### src/orp_pkg.sv
package orp_pkg;
  localparam int ORP_CLK_MHZ       = 40;
  localparam int ORP_PULSE_US      = 100;
  localparam int ORP_PULSE_CYC     = ORP_PULSE_US * ORP_CLK_MHZ;
  localparam int ORP_SETUP_US      = 2;
  localparam int ORP_SETUP_CYC     = ORP_SETUP_US * ORP_CLK_MHZ;
  localparam int ORP_READ_NS       = 150;
  localparam int ORP_READ_CYC      = (ORP_READ_NS * ORP_CLK_MHZ + 999) / 1000;
  localparam int ORP_MAX_RETRY     = 10;
  localparam logic [1:0] ORP_SUP_READ = 2'h0;
  localparam logic [1:0] ORP_SUP_PROG = 2'h1;
  localparam logic [1:0] ORP_SUP_VERI = 2'h2;

  typedef enum logic [3:0] {
    ORP_IDLE  = 4'h0,
    ORP_RAMP  = 4'h1,
    ORP_P1SET = 4'h3,
    ORP_P1PUL = 4'h2,
    ORP_VSET  = 4'h6,
    ORP_VCHK  = 4'h7,
    ORP_VPUL  = 4'h5,
    ORP_LOWER = 4'h4,
    ORP_RSET  = 4'hC,
    ORP_RCHK  = 4'hD,
    ORP_DONE  = 4'hF,
    ORP_IDSET = 4'h8,
    ORP_IDCHK = 4'h9
  } orp_state_t;

  typedef struct packed {
    logic ce_n;
    logic oe_n;
    logic id_hv;
    logic [1:0] supply;
  } orp_ctl_t;
endpackage

### src/orp_sequencer.sv
`timescale 1ns/100ps
module orp_sequencer
  import orp_pkg::*;
#(
  parameter int AW        = 19,
  parameter int PULSE_CYC = ORP_PULSE_CYC
)(
  input  wire logic          core_clk,
  input  wire logic          sys_rst,
  input  wire logic          start,
  input  wire logic          id_start,
  output logic     [AW-1:0]  src_addr,
  input  wire logic [7:0]    src_data,
  output logic     [AW-1:0]  rom_addr,
  output logic     [7:0]     rom_dq_out,
  output logic               rom_dq_oe,
  input  wire logic [7:0]    rom_dq_in,
  output orp_ctl_t           rom_ctl,
  output logic               busy,
  output logic               done,
  output logic               pass,
  output logic     [15:0]    id_code
);
  orp_state_t state;
  logic [7:0]  dq_s1;
  logic [7:0]  dq_s2;
  logic [31:0] cnt;
  logic [3:0]  retry;
  logic        last;
  logic        fail;
  logic [AW-1:0] top_addr;

  assign top_addr = {AW{1'b1}};
  assign last     = (rom_addr == top_addr);

  always_ff @(posedge core_clk) begin
    dq_s1 <= rom_dq_in;
    dq_s2 <= dq_s1;
  end

  always_ff @(posedge core_clk) begin
    if (sys_rst) begin
      state      <= ORP_IDLE;
      cnt        <= '0;
      retry      <= '0;
      fail       <= 1'b0;
      rom_addr   <= '0;
      src_addr   <= '0;
      rom_dq_out <= 8'h00;
      rom_dq_oe  <= 1'b0;
      rom_ctl    <= '{ce_n: 1'b1, oe_n: 1'b1, id_hv: 1'b0,
                      supply: ORP_SUP_READ};
      busy       <= 1'b0;
      done       <= 1'b0;
      pass       <= 1'b0;
      id_code    <= 16'h0000;
    end else begin
      done <= 1'b0;
      if (cnt != 0)
        cnt <= cnt - 32'd1;
      case (state)
        ORP_IDLE: begin
          if (start) begin
            rom_addr       <= '0;
            src_addr       <= '0;
            fail           <= 1'b0;
            busy           <= 1'b1;
            rom_ctl.supply <= ORP_SUP_PROG;
            cnt            <= ORP_SETUP_CYC;
            state          <= ORP_RAMP;
          end else if (id_start) begin
            busy          <= 1'b1;
            rom_addr      <= '0;
            rom_ctl.id_hv <= 1'b1;
            rom_ctl.oe_n  <= 1'b0;
            rom_ctl.ce_n  <= 1'b0;
            cnt           <= ORP_SETUP_CYC;
            state         <= ORP_IDSET;
          end
        end
        ORP_IDSET: if (cnt == 0) begin
          cnt   <= ORP_READ_CYC + 2;
          state <= ORP_IDCHK;
        end
        ORP_IDCHK: if (cnt == 0) begin
          if (!rom_addr[0]) begin
            id_code[15:8] <= dq_s2;
            rom_addr[0]   <= 1'b1;
            state         <= ORP_IDSET;
            cnt           <= ORP_SETUP_CYC;
          end else begin
            id_code[7:0]  <= dq_s2;
            rom_ctl       <= '{ce_n: 1'b1, oe_n: 1'b1, id_hv: 1'b0,
                               supply: ORP_SUP_READ};
            busy          <= 1'b0;
            done          <= 1'b1;
            pass          <= 1'b1;
            state         <= ORP_IDLE;
          end
        end
        ORP_RAMP: if (cnt == 0) begin
          rom_dq_out <= src_data;
          rom_dq_oe  <= 1'b1;
          cnt        <= ORP_SETUP_CYC;
          state      <= ORP_P1SET;
        end
        ORP_P1SET: if (cnt == 0) begin
          rom_ctl.ce_n <= 1'b0;
          cnt          <= PULSE_CYC - 1;
          state        <= ORP_P1PUL;
        end
        ORP_P1PUL: if (cnt == 0) begin
          rom_ctl.ce_n <= 1'b1;
          if (last) begin
            rom_addr <= '0;
            src_addr <= '0;
            // Data held until verify
            cnt      <= ORP_SETUP_CYC;
            retry    <= '0;
            state    <= ORP_VSET;
          end else begin
            rom_addr <= rom_addr + 1'b1;
            src_addr <= src_addr + 1'b1;
            cnt      <= ORP_SETUP_CYC;
            state    <= ORP_RAMP;
          end
        end
        ORP_VSET: if (cnt == 0) begin
          rom_dq_oe    <= 1'b0;
          rom_ctl.oe_n <= 1'b0;
          rom_ctl.ce_n <= 1'b0;
          cnt          <= ORP_READ_CYC + 2;
          state        <= ORP_VCHK;
        end
        ORP_VCHK: if (cnt == 0) begin
          rom_ctl.oe_n <= 1'b1;
          rom_ctl.ce_n <= 1'b1;
          if (dq_s2 == src_data) begin
            retry <= '0;
            cnt   <= ORP_SETUP_CYC;
            if (last) begin
              rom_ctl.supply <= ORP_SUP_VERI;
              state          <= ORP_LOWER;
            end else begin
              rom_addr <= rom_addr + 1'b1;
              src_addr <= src_addr + 1'b1;
              state    <= ORP_VSET;
            end
          end else if (retry == 4'(ORP_MAX_RETRY)) begin
            fail           <= 1'b1;
            rom_ctl.supply <= ORP_SUP_VERI;
            cnt            <= ORP_SETUP_CYC;
            state          <= ORP_LOWER;
          end else begin
            retry      <= retry + 4'h1;
            rom_dq_out <= src_data;
            rom_dq_oe  <= 1'b1;
            cnt        <= ORP_SETUP_CYC;
            state      <= ORP_VPUL;
          end
        end
        ORP_VPUL: begin
          if (cnt == 0 && rom_ctl.ce_n) begin
            rom_ctl.ce_n <= 1'b0;
            cnt          <= PULSE_CYC - 1;
          end else if (cnt == 0) begin
            rom_ctl.ce_n <= 1'b1;
            // Data held until verify
            cnt          <= ORP_SETUP_CYC;
            state        <= ORP_VSET;
          end
        end
        ORP_LOWER: if (cnt == 0) begin
          rom_addr <= '0;
          src_addr <= '0;
          cnt      <= ORP_SETUP_CYC;
          state    <= fail ? ORP_DONE : ORP_RSET;
        end
        ORP_RSET: if (cnt == 0) begin
          rom_ctl.oe_n <= 1'b0;
          rom_ctl.ce_n <= 1'b0;
          cnt          <= ORP_READ_CYC + 2;
          state        <= ORP_RCHK;
        end
        ORP_RCHK: if (cnt == 0) begin
          rom_ctl.oe_n <= 1'b1;
          rom_ctl.ce_n <= 1'b1;
          if (dq_s2 != src_data)
            fail <= 1'b1;
          cnt <= ORP_SETUP_CYC;
          if (last) begin
            state <= ORP_DONE;
          end else begin
            rom_addr <= rom_addr + 1'b1;
            src_addr <= src_addr + 1'b1;
            state    <= ORP_RSET;
          end
        end
        ORP_DONE: if (cnt == 0) begin
          rom_ctl.supply <= ORP_SUP_READ;
          busy           <= 1'b0;
          done           <= 1'b1;
          pass           <= ~fail;
          state          <= ORP_IDLE;
        end
        default: state <= ORP_IDLE;
      endcase
    end
  end
endmodule

### config.mk
export PLATFORM = sky130hd
export DESIGN_NAME = orp_sequencer
export DESIGN_NICKNAME = d
export VERILOG_FILES = /design/src/orp_pkg.sv /design/src/orp_sequencer.sv
export SDC_FILE = /design/constraint.sdc
export NUM_CORES = 1
export LEC_CHECK = 0
export BUFFER_PORTS_ARGS = -buffer_cell sky130_fd_sc_hd__buf_2
export CORE_MARGIN = 2
export CORE_UTILIZATION = 52
export DETAILED_ROUTE_END_ITERATION = 12
export PLACE_DENSITY = 0.73
export SLEW_MARGIN = 20
export SYNTH_ARGS = -nofsm -noshare
export SYNTH_HDL_FRONTEND = slang
export SYNTH_SLANG_ARGS = --single-unit
### constraint.sdc
create_clock -name core_clk -period 3.1 [get_ports core_clk]
set_input_delay 0.31 -clock core_clk [delete_from_list [all_inputs] [get_ports core_clk]]
set_output_delay 0.31 -clock core_clk [all_outputs]
set_load 0.1 [all_outputs]
Word-level counts from Yosys, hierarchy flattened
Index checks and enable logic that the tools add are counted.

cells by class
  divide/modulo/power cells = 0
  bitwise operators = 2
  $lt $le $gt $ge = 0
  shifts and indexed selects = 0
  add/subtract/negate cells = 4
  reduce and logical (&&, ||, !) cells = 36
  multiplexer cells = 106
  multipliers = 0
  equality and inequality tests = 45

operators by type and width
  cell                     number
  $mux W19                 16
  $mux W32                 9
  $pmux W32 S6             1
  $pmux W19 S5             1
  $pmux W18 S5             1
  $mux W4                  22
  $pmux W4 S13             1
  $ne A2 B2 Y1 const B     23
  $add A19 B1 Y19 const B  2
  $logic_not A32 Y1        1
  $mux W8                  4
  $reduce_bool A32 Y1      1
  $sub A32 B1 Y32 const B  1
  $reduce_and A7 Y1        4
  $eq A4 B4 Y1 const B     6
  $mux W1                  24
  $reduce_and A8 Y1        3
  $mux W2                  10
  $reduce_and A5 Y1        4
  $eq A19 B19 Y1 const B   1
  $eq A4 B3 Y1 const B     4
  $pmux W8 S2              1
  $reduce_and A14 Y1       1
  $ne A3 B3 Y1 const B     4
  other kinds (30)         48

storage, ports and cells
  ROM bits = 0
  word-level logic and storage cells = 213
  latch bits = 0
  RAM bits = 0
  output and inout bits = 71
  memories = 0
  register bits = 128
  bits of input ports = 20

Logic depth before layout (Yosys ltp)
Gate-level depths: netlist of the first run.

  word-level depth = 5
  mapped depth = 15
  gate-level depth less buffers = 12

Worst setup path before layout of the first run
OpenSTA, ideal clock, no wires.

  kind = register to register
  from = register cnt[22]
  to = register cnt[12]
  required time = 2972 ps
  buffers on the path = 3
  cell stages (with the launch flop) = 14
  arrival = 3269 ps
  library setup time = 128 ps
  period minus slack after synthesis = 3397 ps
  path slack = -297 ps
  path through = dfxtp_1 or4_4 nor4_1 nand4b_1 clkinv_1 clkbuf_1 buf_2 ha_1 a21oi_1 nor3_1 a211oi_1 o21ai_0 clkbuf_1 nor2_1

between the ends
  cells in the longest elaborated chain, start to end = 5
  elaborated cells on any way between the ends = 13
  those cells by class = mux (10); reduce/logical (3)

RTL lines
  item                                RTL line                                                        RTL
  start: declaration                  orp_sequencer.sv:27                                             logic [31:0] cnt;
  start signal: assignment            orp_sequencer.sv:60                                             cnt <= cnt - 32'd1;
  start signal: assignment            orp_sequencer.sv:82                                             cnt <= ORP_READ_CYC + 2;
  start signal: assignment            orp_sequencer.sv:109                                            cnt <= PULSE_CYC - 1;
  $reduce_bool A32 Y1                 orp_sequencer.sv:59                                             if (cnt != 0)
  $mux W32                            orp_sequencer.sv:59
  $mux W32, on equally long branches  -
  $mux W32, on equally long branches  orp_sequencer.sv:163, orp_sequencer.sv:63, orp_sequencer.sv:85
  $pmux W32 S6 (*)                    orp_sequencer.sv:61                                             case (state)

Mark *: on every way between the ends. The rest lies on a longest branch, timed or not.
A chain may end at the register's enable or synchronous reset.

Worst setup path after layout of the first run
  from = register cnt[22]
  to = register state[3]

between the ends
  cells in the longest elaborated chain, start to end = 4
  elaborated cells on any way between the ends = 16
  those cells by class = eq/ne (13); reduce/logical (3)

RTL lines
  item                              RTL line              RTL
  $logic_not A32 Y1 (*)             -
  $logic_and A1 B1 Y1               orp_sequencer.sv:163  if (cnt == 0 && rom_ctl.ce_n) begin
  $ne A2 B2 Y1 (no line)            -
  $reduce_and A14 Y1 (no line) (*)  -
  end signal: assignment            orp_sequencer.sv:177  state <= fail ? ORP_DONE : ORP_RSET;
  end: declaration                  orp_sequencer.sv:24   orp_state_t state;

Marks and branches as above.

==> impl_metrics.env, run 1 <==
export IMPL_h_tree_depth=4
export IMPL_period_needed_ns=2.992
export IMPL_clkSinkCount=128
export IMPL_power_mw=9.197
export IMPL_place_gp_congestion=0.9167
export IMPL_area_growth_pct=24.19
export IMPL_drive_above_1_share_pct=21.05
export IMPL_clockBufferDepth=2
export IMPL_cpPeakStageDelay_ns=0.58
export IMPL_synthAdderAreaFrac_pct=1.904
export IMPL_postLayoutCellArea_um2=8159
export IMPL_synth_area_leaders="dfxtp_1 (39%), a21oi_1 (6.6%), nand2_1 (4.5%)"
export IMPL_layout_nets=953
export IMPL_drt_wl_total_mm=19.61
export IMPL_cp_data_required_time_ns=3.39
export IMPL_final_util_pct=65.45
export IMPL_outcome="finished, final reports clean"
export IMPL_synth_most_common_cell="dfxtp_1"
export IMPL_synth_edf_count=0
export IMPL_path_max_fanout=7
export IMPL_power_leakage_nw=3.182
export IMPL_ys_ff_latch=128
export IMPL_grt_ovfl_total=0
export IMPL_ys_seq_area_share_pct=39.00
export IMPL_viasPerCell=6.065
export IMPL_insertion_delay_ns=0.43
export IMPL_drc=0
export IMPL_dieArea_um2=13550
export IMPL_cts_tree="yes"
export IMPL_synth_top_area_share_pct=39.00
export IMPL_vias=6720
export IMPL_fin_skew_ns=0.01556
export IMPL_async_reset_ff_share_pct=0
export IMPL_yosys_area_share_simple_pct=26.34
export IMPL_ys_flop_type="dfxtp_1"
export IMPL_cts_root_buffer="clkbuf_16"
export IMPL_num_rows=41
export IMPL_grt_pass1_vias=6436
export IMPL_post_dp_cell_area_um2=7456
export IMPL_nFillCells=1040
export IMPL_maxSlewHeadroom_pct=52.74
export IMPL_antenna_cells=0
export IMPL_numCtsBuffers=17
export IMPL_synth_fp_nets=831
export IMPL_synth_cell_types=68
export IMPL_ys_warn_count=0
export IMPL_hold_violations=0
export IMPL_ir_drop_uv=538.7
export IMPL_die_y_um=116.4
export IMPL_synth_common_cells="dfxtp_1 (128), a21oi_1 (86), nand2_1 (78)"
export IMPL_ant_nets=0
export IMPL_synth_compound_area_share_pct=21.29
export IMPL_ios=91
export IMPL_hold_class="input pin to flip-flop"
export IMPL_path_common_cell="or4_4"
export IMPL_fmax_ghz=0.3342
export IMPL_syn_avg_cell_area_um2=8.202
export IMPL_drv_cap=0
export IMPL_crit_chain="or4_4 > or4_4 > or4_4 > a221oi_4 > mux2i_1 > nor3_2"
export IMPL_finalMaxSlewViolations=0
export IMPL_cp_slowest_cell="or4_4"
export IMPL_cp_arrival_ns=3.28
export IMPL_worst_pin_slew_ns=0.7063
export IMPL_grt_max_degree=41
export IMPL_power_density_nw_per_um2=1127
export IMPL_setup_viol=0
export IMPL_die_w_um=116.4
export IMPL_syn_cell_area_um2=6570
export IMPL_synth_mux_area_share_pct=3.237
export IMPL_initialDrtViolationCount=445
export IMPL_start_kind="flip-flop"
export IMPL_synthCells=801
export IMPL_dp_hpwl_mm=13.81
export IMPL_fin_crit_sh_pct=96.52
export IMPL_cp_end_kind="flip-flop"
export IMPL_synth_xor_area_share_pct=4.399
export IMPL_initial_core_util_pct=52.71
export IMPL_core_area_um2=12470
export IMPL_synth_top_family_by_area="simple AND/OR/NAND/NOR gates"
export IMPL_grt_usage_pct=30.08
export IMPL_worstSetupPathType="flip-flop to flip-flop"
export IMPL_synth_area_leader_cell="dfxtp_1"
export IMPL_wl_per_cell_um=17.70
export IMPL_grt_pass1_wl_mm=31.99
export IMPL_path_clk_slew_ns=0.06
export IMPL_antenna_found_initial=0
export IMPL_dr_pass1_iters=5
export IMPL_numPortBuffers=90
## registers in the layout, indices dropped and copies added (netlist names), 4 cells and up
| name | count |
|---|---|
| rom_dq_out | 8 |
| dq_s2 | 8 |
| retry | 4 |
| state | 4 |
| src_addr | 19 |
| cnt | 32 |
| dq_s1 | 8 |
| rom_ctl | 5 |
| id_code | 16 |
| rom_addr | 19 |
## routing by layer
metal | vias up | wire [µm] | track usage (%)
li1 | 3230 | - | -
met1 | 3183 | 8382 | 38.41
met2 | 269 | 9385 | 48.37
met3 | 38 | 1482 | 9.030
met4 | 0 | 359 | 10.71
met5 | - | 0 | 0.7407
## where the power goes
group	switching, mW	internal, mW	total [mW]
registers	0.304	1.91	2.22
clock network	0.826	1.13	1.95
logic	3.05	1.97	5.03
total	4.18	5.01	9.20
## cell type report
cell class,instances,area (µm²),area share (%)
Clock buffer,17,425.4,5.214
Tap cell,172,215.2,2.638
Sequential cell,128,2562,31.41
Timing Repair Buffer,148,930.9,11.41
Multi-Input combinational cell,608,3797,46.54
Clock inverter,15,152.6,1.871
Inverter,20,75.07,0.9201
## worst paths after layout
kind	start	to	slack (ns)	depth (start not counted)
max	cnt[22]	state[3]	0.11	6
min	src_data[6]	rom_dq_out[6]	0.15	3
max reg2reg	cnt[22]	state[3]	0.11	6
min reg2reg	dq_s1[3]	dq_s2[3]	0.33	0
## stage by stage
step | TNS [ns] | std cells | worst slack [ns] | hold WS [ns]
CTS | 0 | 1105 | 0.01374 | 0.1451
global placement | 0 | 1065 | 0.06506 | 0.3101
detailed placement | 0 | 1065 | 0.03393 | 0.3121
floorplan | 0 | 801 | 0.01938 | 0.3096
finish | 0 | 1108 | 0.1079 | 0.1538
global route | -0.02604 | 1108 | -0.02604 | 0.1707
## kinds of logic (layout without fill, tap and decap cells)
logic type               after synthesis  count (layout)
XOR/XNOR                              33              33
buffers and inverters                 65             200
multiplexers                          21              21
AND/OR/NAND/NOR                      326             326
adder cells (fa/ha/maj)               10              10
AO/OA/AOI/OAI                        218             218
flip-flops                           128             128
## layout by cell type, fill, tap and decap left out, types with 13 or more instances in the layout
cell	count
a21oi_1	86
buf_2	90
buf_4	48
clkbuf_16	17
dfxtp_1	128
inv_1	18
mux2i_1	19
nand2_1	78
nand3_1	26
nand4_1	18
nor2_1	68
nor3_1	21
nor4_1	13
o21ai_0	38
o31ai_1	17
or3_1	20
or4_1	14
xnor2_1	15
xor2_1	18
## repair_timing
item | 4_1_cts | 5_1_grt
hold buffers | 8 | 0
buffers inserted | 0 | 3
hold endpoints to repair | 8 | 0
gates resized for setup | 0 | 4
setup endpoints to repair | 0 | 51
## worst max-delay path, delay by kind of cell (launching register included)
| kind | cells | cell delay, ns |
|---|---|---|
| simple gates | 4 | 1.78 |
| compound gates | 1 | 0.44 |
| flops | 1 | 0.34 |
| mux | 1 | 0.29 |
(Power assumes the default switching activity.)
==> inputs of run 2 (changes only) <==
--- a/config.mk
+++ b/config.mk
@@ -5,11 +5,12 @@
 export SDC_FILE = /design/constraint.sdc
 export NUM_CORES = 1
 export LEC_CHECK = 0
+export ABC_AREA = 1
 export BUFFER_PORTS_ARGS = -buffer_cell sky130_fd_sc_hd__buf_2
 export CORE_MARGIN = 2
-export CORE_UTILIZATION = 52
+export CORE_UTILIZATION = 53
 export DETAILED_ROUTE_END_ITERATION = 12
-export PLACE_DENSITY = 0.73
+export PLACE_DENSITY = 0.74
 export SLEW_MARGIN = 20
 export SYNTH_ARGS = -nofsm -noshare
 export SYNTH_HDL_FRONTEND = slang
==> run 2 against run 1 <==
Compared with the run above:
- critical path depth grew 4
- critical endpoint is now src_addr[1]
- sequential share of layout area shrank 0.67 points
- die area increased by 5.4%
==> impl_metrics.env, run 2 <==
export IMPL_outcome="finished, final reports clean"
export IMPL_dp_hpwl_mm=13.71
export IMPL_r2r_start="rom_addr[1]"
export IMPL_rrSetupSlack_ns=0.39
export IMPL_drt_wl_total_mm=19.75
export IMPL_grt_usage_pct=28.47
export IMPL_wl_per_cell_um=14.40
export IMPL_layout_nets=1213
export IMPL_regArea_um2=2562
export IMPL_cp_data_required_time_ns=3.41
export IMPL_power_density_nw_per_um2=1069
export IMPL_drc=0
export IMPL_ys_flop_type="dfxtp_1"
export IMPL_maxSlewHeadroom_pct=53.89
export IMPL_top_register="cnt"
export IMPL_syn_avg_cell_area_um2=6.547
export IMPL_cts_tree="yes"
export IMPL_hold_end="rom_dq_out[3]"
export IMPL_place_gp_congestion=1.007
export IMPL_setup_viol=0
export IMPL_period_needed_ns=2.705
export IMPL_post_dp_cell_area_um2=7692
export IMPL_grt_max_degree=48
export IMPL_ios=91
export IMPL_dr_pass1_iters=5
export IMPL_num_rows=42
export IMPL_vias=7418
export IMPL_ys_ff_latch=128
export IMPL_path_clk_slew_ns=0.07
export IMPL_die_y_um=119.5
export IMPL_synth_area_leaders="dfxtp_1 (36%), nand2_1 (12%), nor2_1 (8.7%)"
export IMPL_synth_top_area_share_pct=36.24
export IMPL_nFillCells=1276
export IMPL_largest_reg_flops=32
export IMPL_synth_area_leader_cell="dfxtp_1"
export IMPL_rsz0062_at_grt="false"
export IMPL_die_w_um=119.5
export IMPL_power_leakage_nw=3.855
export IMPL_layout_common_cells="nand2_1 (227), nor2_1 (164), inv_1 (135)"
export IMPL_grt_pass1_vias=6721
export IMPL_clockBufferDepth=2
export IMPL_grt_ovfl_total=0
export IMPL_ant_nets=0
export IMPL_drive_above_1_share_pct=13.80
export IMPL_worstSetupPathType="flip-flop to flip-flop"
export IMPL_r2r_cells=10
export IMPL_final_setup_tns_ns=0
export IMPL_antenna_cells=0
export IMPL_finalMaxSlewViolations=0
export IMPL_hold_class="input pin to flip-flop"
export IMPL_fmax_ghz=0.3697
export IMPL_h_tree_depth=4
export IMPL_insertion_delay_ns=0.44
export IMPL_core_area_um2=13140
export IMPL_postCtsSetupBuffers=0
export IMPL_synth_common_cells="nand2_1 (227), nor2_1 (164), inv_1 (135)"
export IMPL_synth_fp_nets=1110
export IMPL_final_common_cell="nand2_1"
export IMPL_drv_cap=0
export IMPL_synth_most_common_cell="nand2_1"
export IMPL_multi_input_area_um2=3855
export IMPL_grt_pass1_wl_mm=32.79
export IMPL_numCtsBuffers=17
export IMPL_cp_end_kind="flip-flop"
export IMPL_path_max_fanout=17
export IMPL_hold_violations=0
export IMPL_async_reset_ff_share_pct=0
export IMPL_synth_edf_count=0
export IMPL_fin_skew_ns=0.01157
export IMPL_syn_cell_area_um2=7071
export IMPL_synthCells=1080
export IMPL_worst_pin_slew_ns=0.6873
export IMPL_viasPerCell=5.407
export IMPL_ys_seq_area_share_pct=36.24
export IMPL_clkSinkCount=128
export IMPL_worstHoldStart="src_data[3]"
export IMPL_final_util_pct=63.46
export IMPL_dieArea_um2=14280
export IMPL_initialDrtViolationCount=770
export IMPL_postLayoutCellArea_um2=8337
export IMPL_ys_warn_count=0
export IMPL_cts_root_buffer="clkbuf_16"
export IMPL_area_growth_pct=17.91
export IMPL_antenna_found_initial=0
export IMPL_synth_cell_types=42
export IMPL_fin_crit_sh_pct=87.26
export IMPL_numPortBuffers=90
export IMPL_cts_resized=0
export IMPL_min_path_cells=3
export IMPL_start_kind="flip-flop"
export IMPL_initial_core_util_pct=53.82
export IMPL_reg2reg_to="src_addr[1]"
export IMPL_reg_top3="cnt (32), rom_addr (19), src_addr (19)"
export IMPL_ir_drop_uv=663.8
export IMPL_cp_arrival_ns=3.01
run 2: cell families (layout without fill, tap and decap cells):
logic type | after synthesis | in the layout | synth area share, %
buffers and inverters | 164 | 280 | 9.237
DFF | 128 | 128 | 36.24
AOI/OAI and AO/OA | 183 | 183 | 13.89
and+or+nand+nor | 566 | 566 | 35.27
adders and majority gates | 10 | 10 | 1.770
xor gates and xnor gates | 29 | 29 | 3.592
run 2: final cells by class:
type / instances / area share (%)
Clock inverter: 15 / 1.666
Inverter: 139 / 6.258
Sequential cell: 128 / 30.74
Multi-Input combinational cell: 788 / 46.24
Clock buffer: 17 / 5.103
Timing Repair Buffer: 109 / 7.354
Tap cell: 176 / 2.641
run 2: worst max path at each step:
stage / slack [ns] / cells past startpoint / from / end
after floorplan: 0.27 / 13 / rom_addr[0] / src_addr[7]
after global placement: 0.48 / 10 / rom_addr[1] / src_addr[1]
after detailed placement: 0.45 / 10 / rom_addr[1] / src_addr[1]
after CTS: 0.42 / 10 / rom_addr[1] / src_addr[1]
after global routing: 0.12 / 14 / cnt[0] / src_addr[1]
final: 0.39 / 10 / rom_addr[1] / src_addr[1]
run 2: routing by layer:
layer,vias up,part of all wire (%),global-route usage [%]
li1,3737,-,-
met4,0,1.3,7.500
met2,251,46,44.18
met3,25,6.8,7.985
met5,-,0,0
met1,3405,46,39.08
run 2: critical path, cell delays in order (launching register included):
cell and delay [ns]:
dfxtp_1 0.36, ha_1 0.20, nand3_1 0.16, nor2_2 0.18
nand2_1 0.12, nor2_2 0.22, nand2_2 0.28, nand2_1 0.28
nand2_1 0.30, o21ai_2 0.39, nor3_1 0.08
run 2: power breakdown:
part | switching [mW] | internal [mW]
Sequential | 0.264 | 1.93
Combinational | 3.44 | 1.33
Clock | 0.882 | 1.06
run 2: metrics by stage:
step / hold WS, ns / cells / worst slack (ns) / total power [mW]
after floorplan: 0.3096 / 1080 / 0.2733 / 5.901
final: 0.1618 / 1372 / 0.3949 / 8.915
after CTS: 0.1563 / 1372 / 0.4212 / 8.882
after global routing: 0.1724 / 1372 / 0.1198 / 9.644
after global placement: 0.3103 / 1332 / 0.4821 / 6.882
after detailed placement: 0.3121 / 1332 / 0.4509 / 6.907
run 2: repair_timing:
action,CTS,global route
endpoints found under the hold margin,8,0
setup endpoints to repair,0,0
hold buffers,8,0
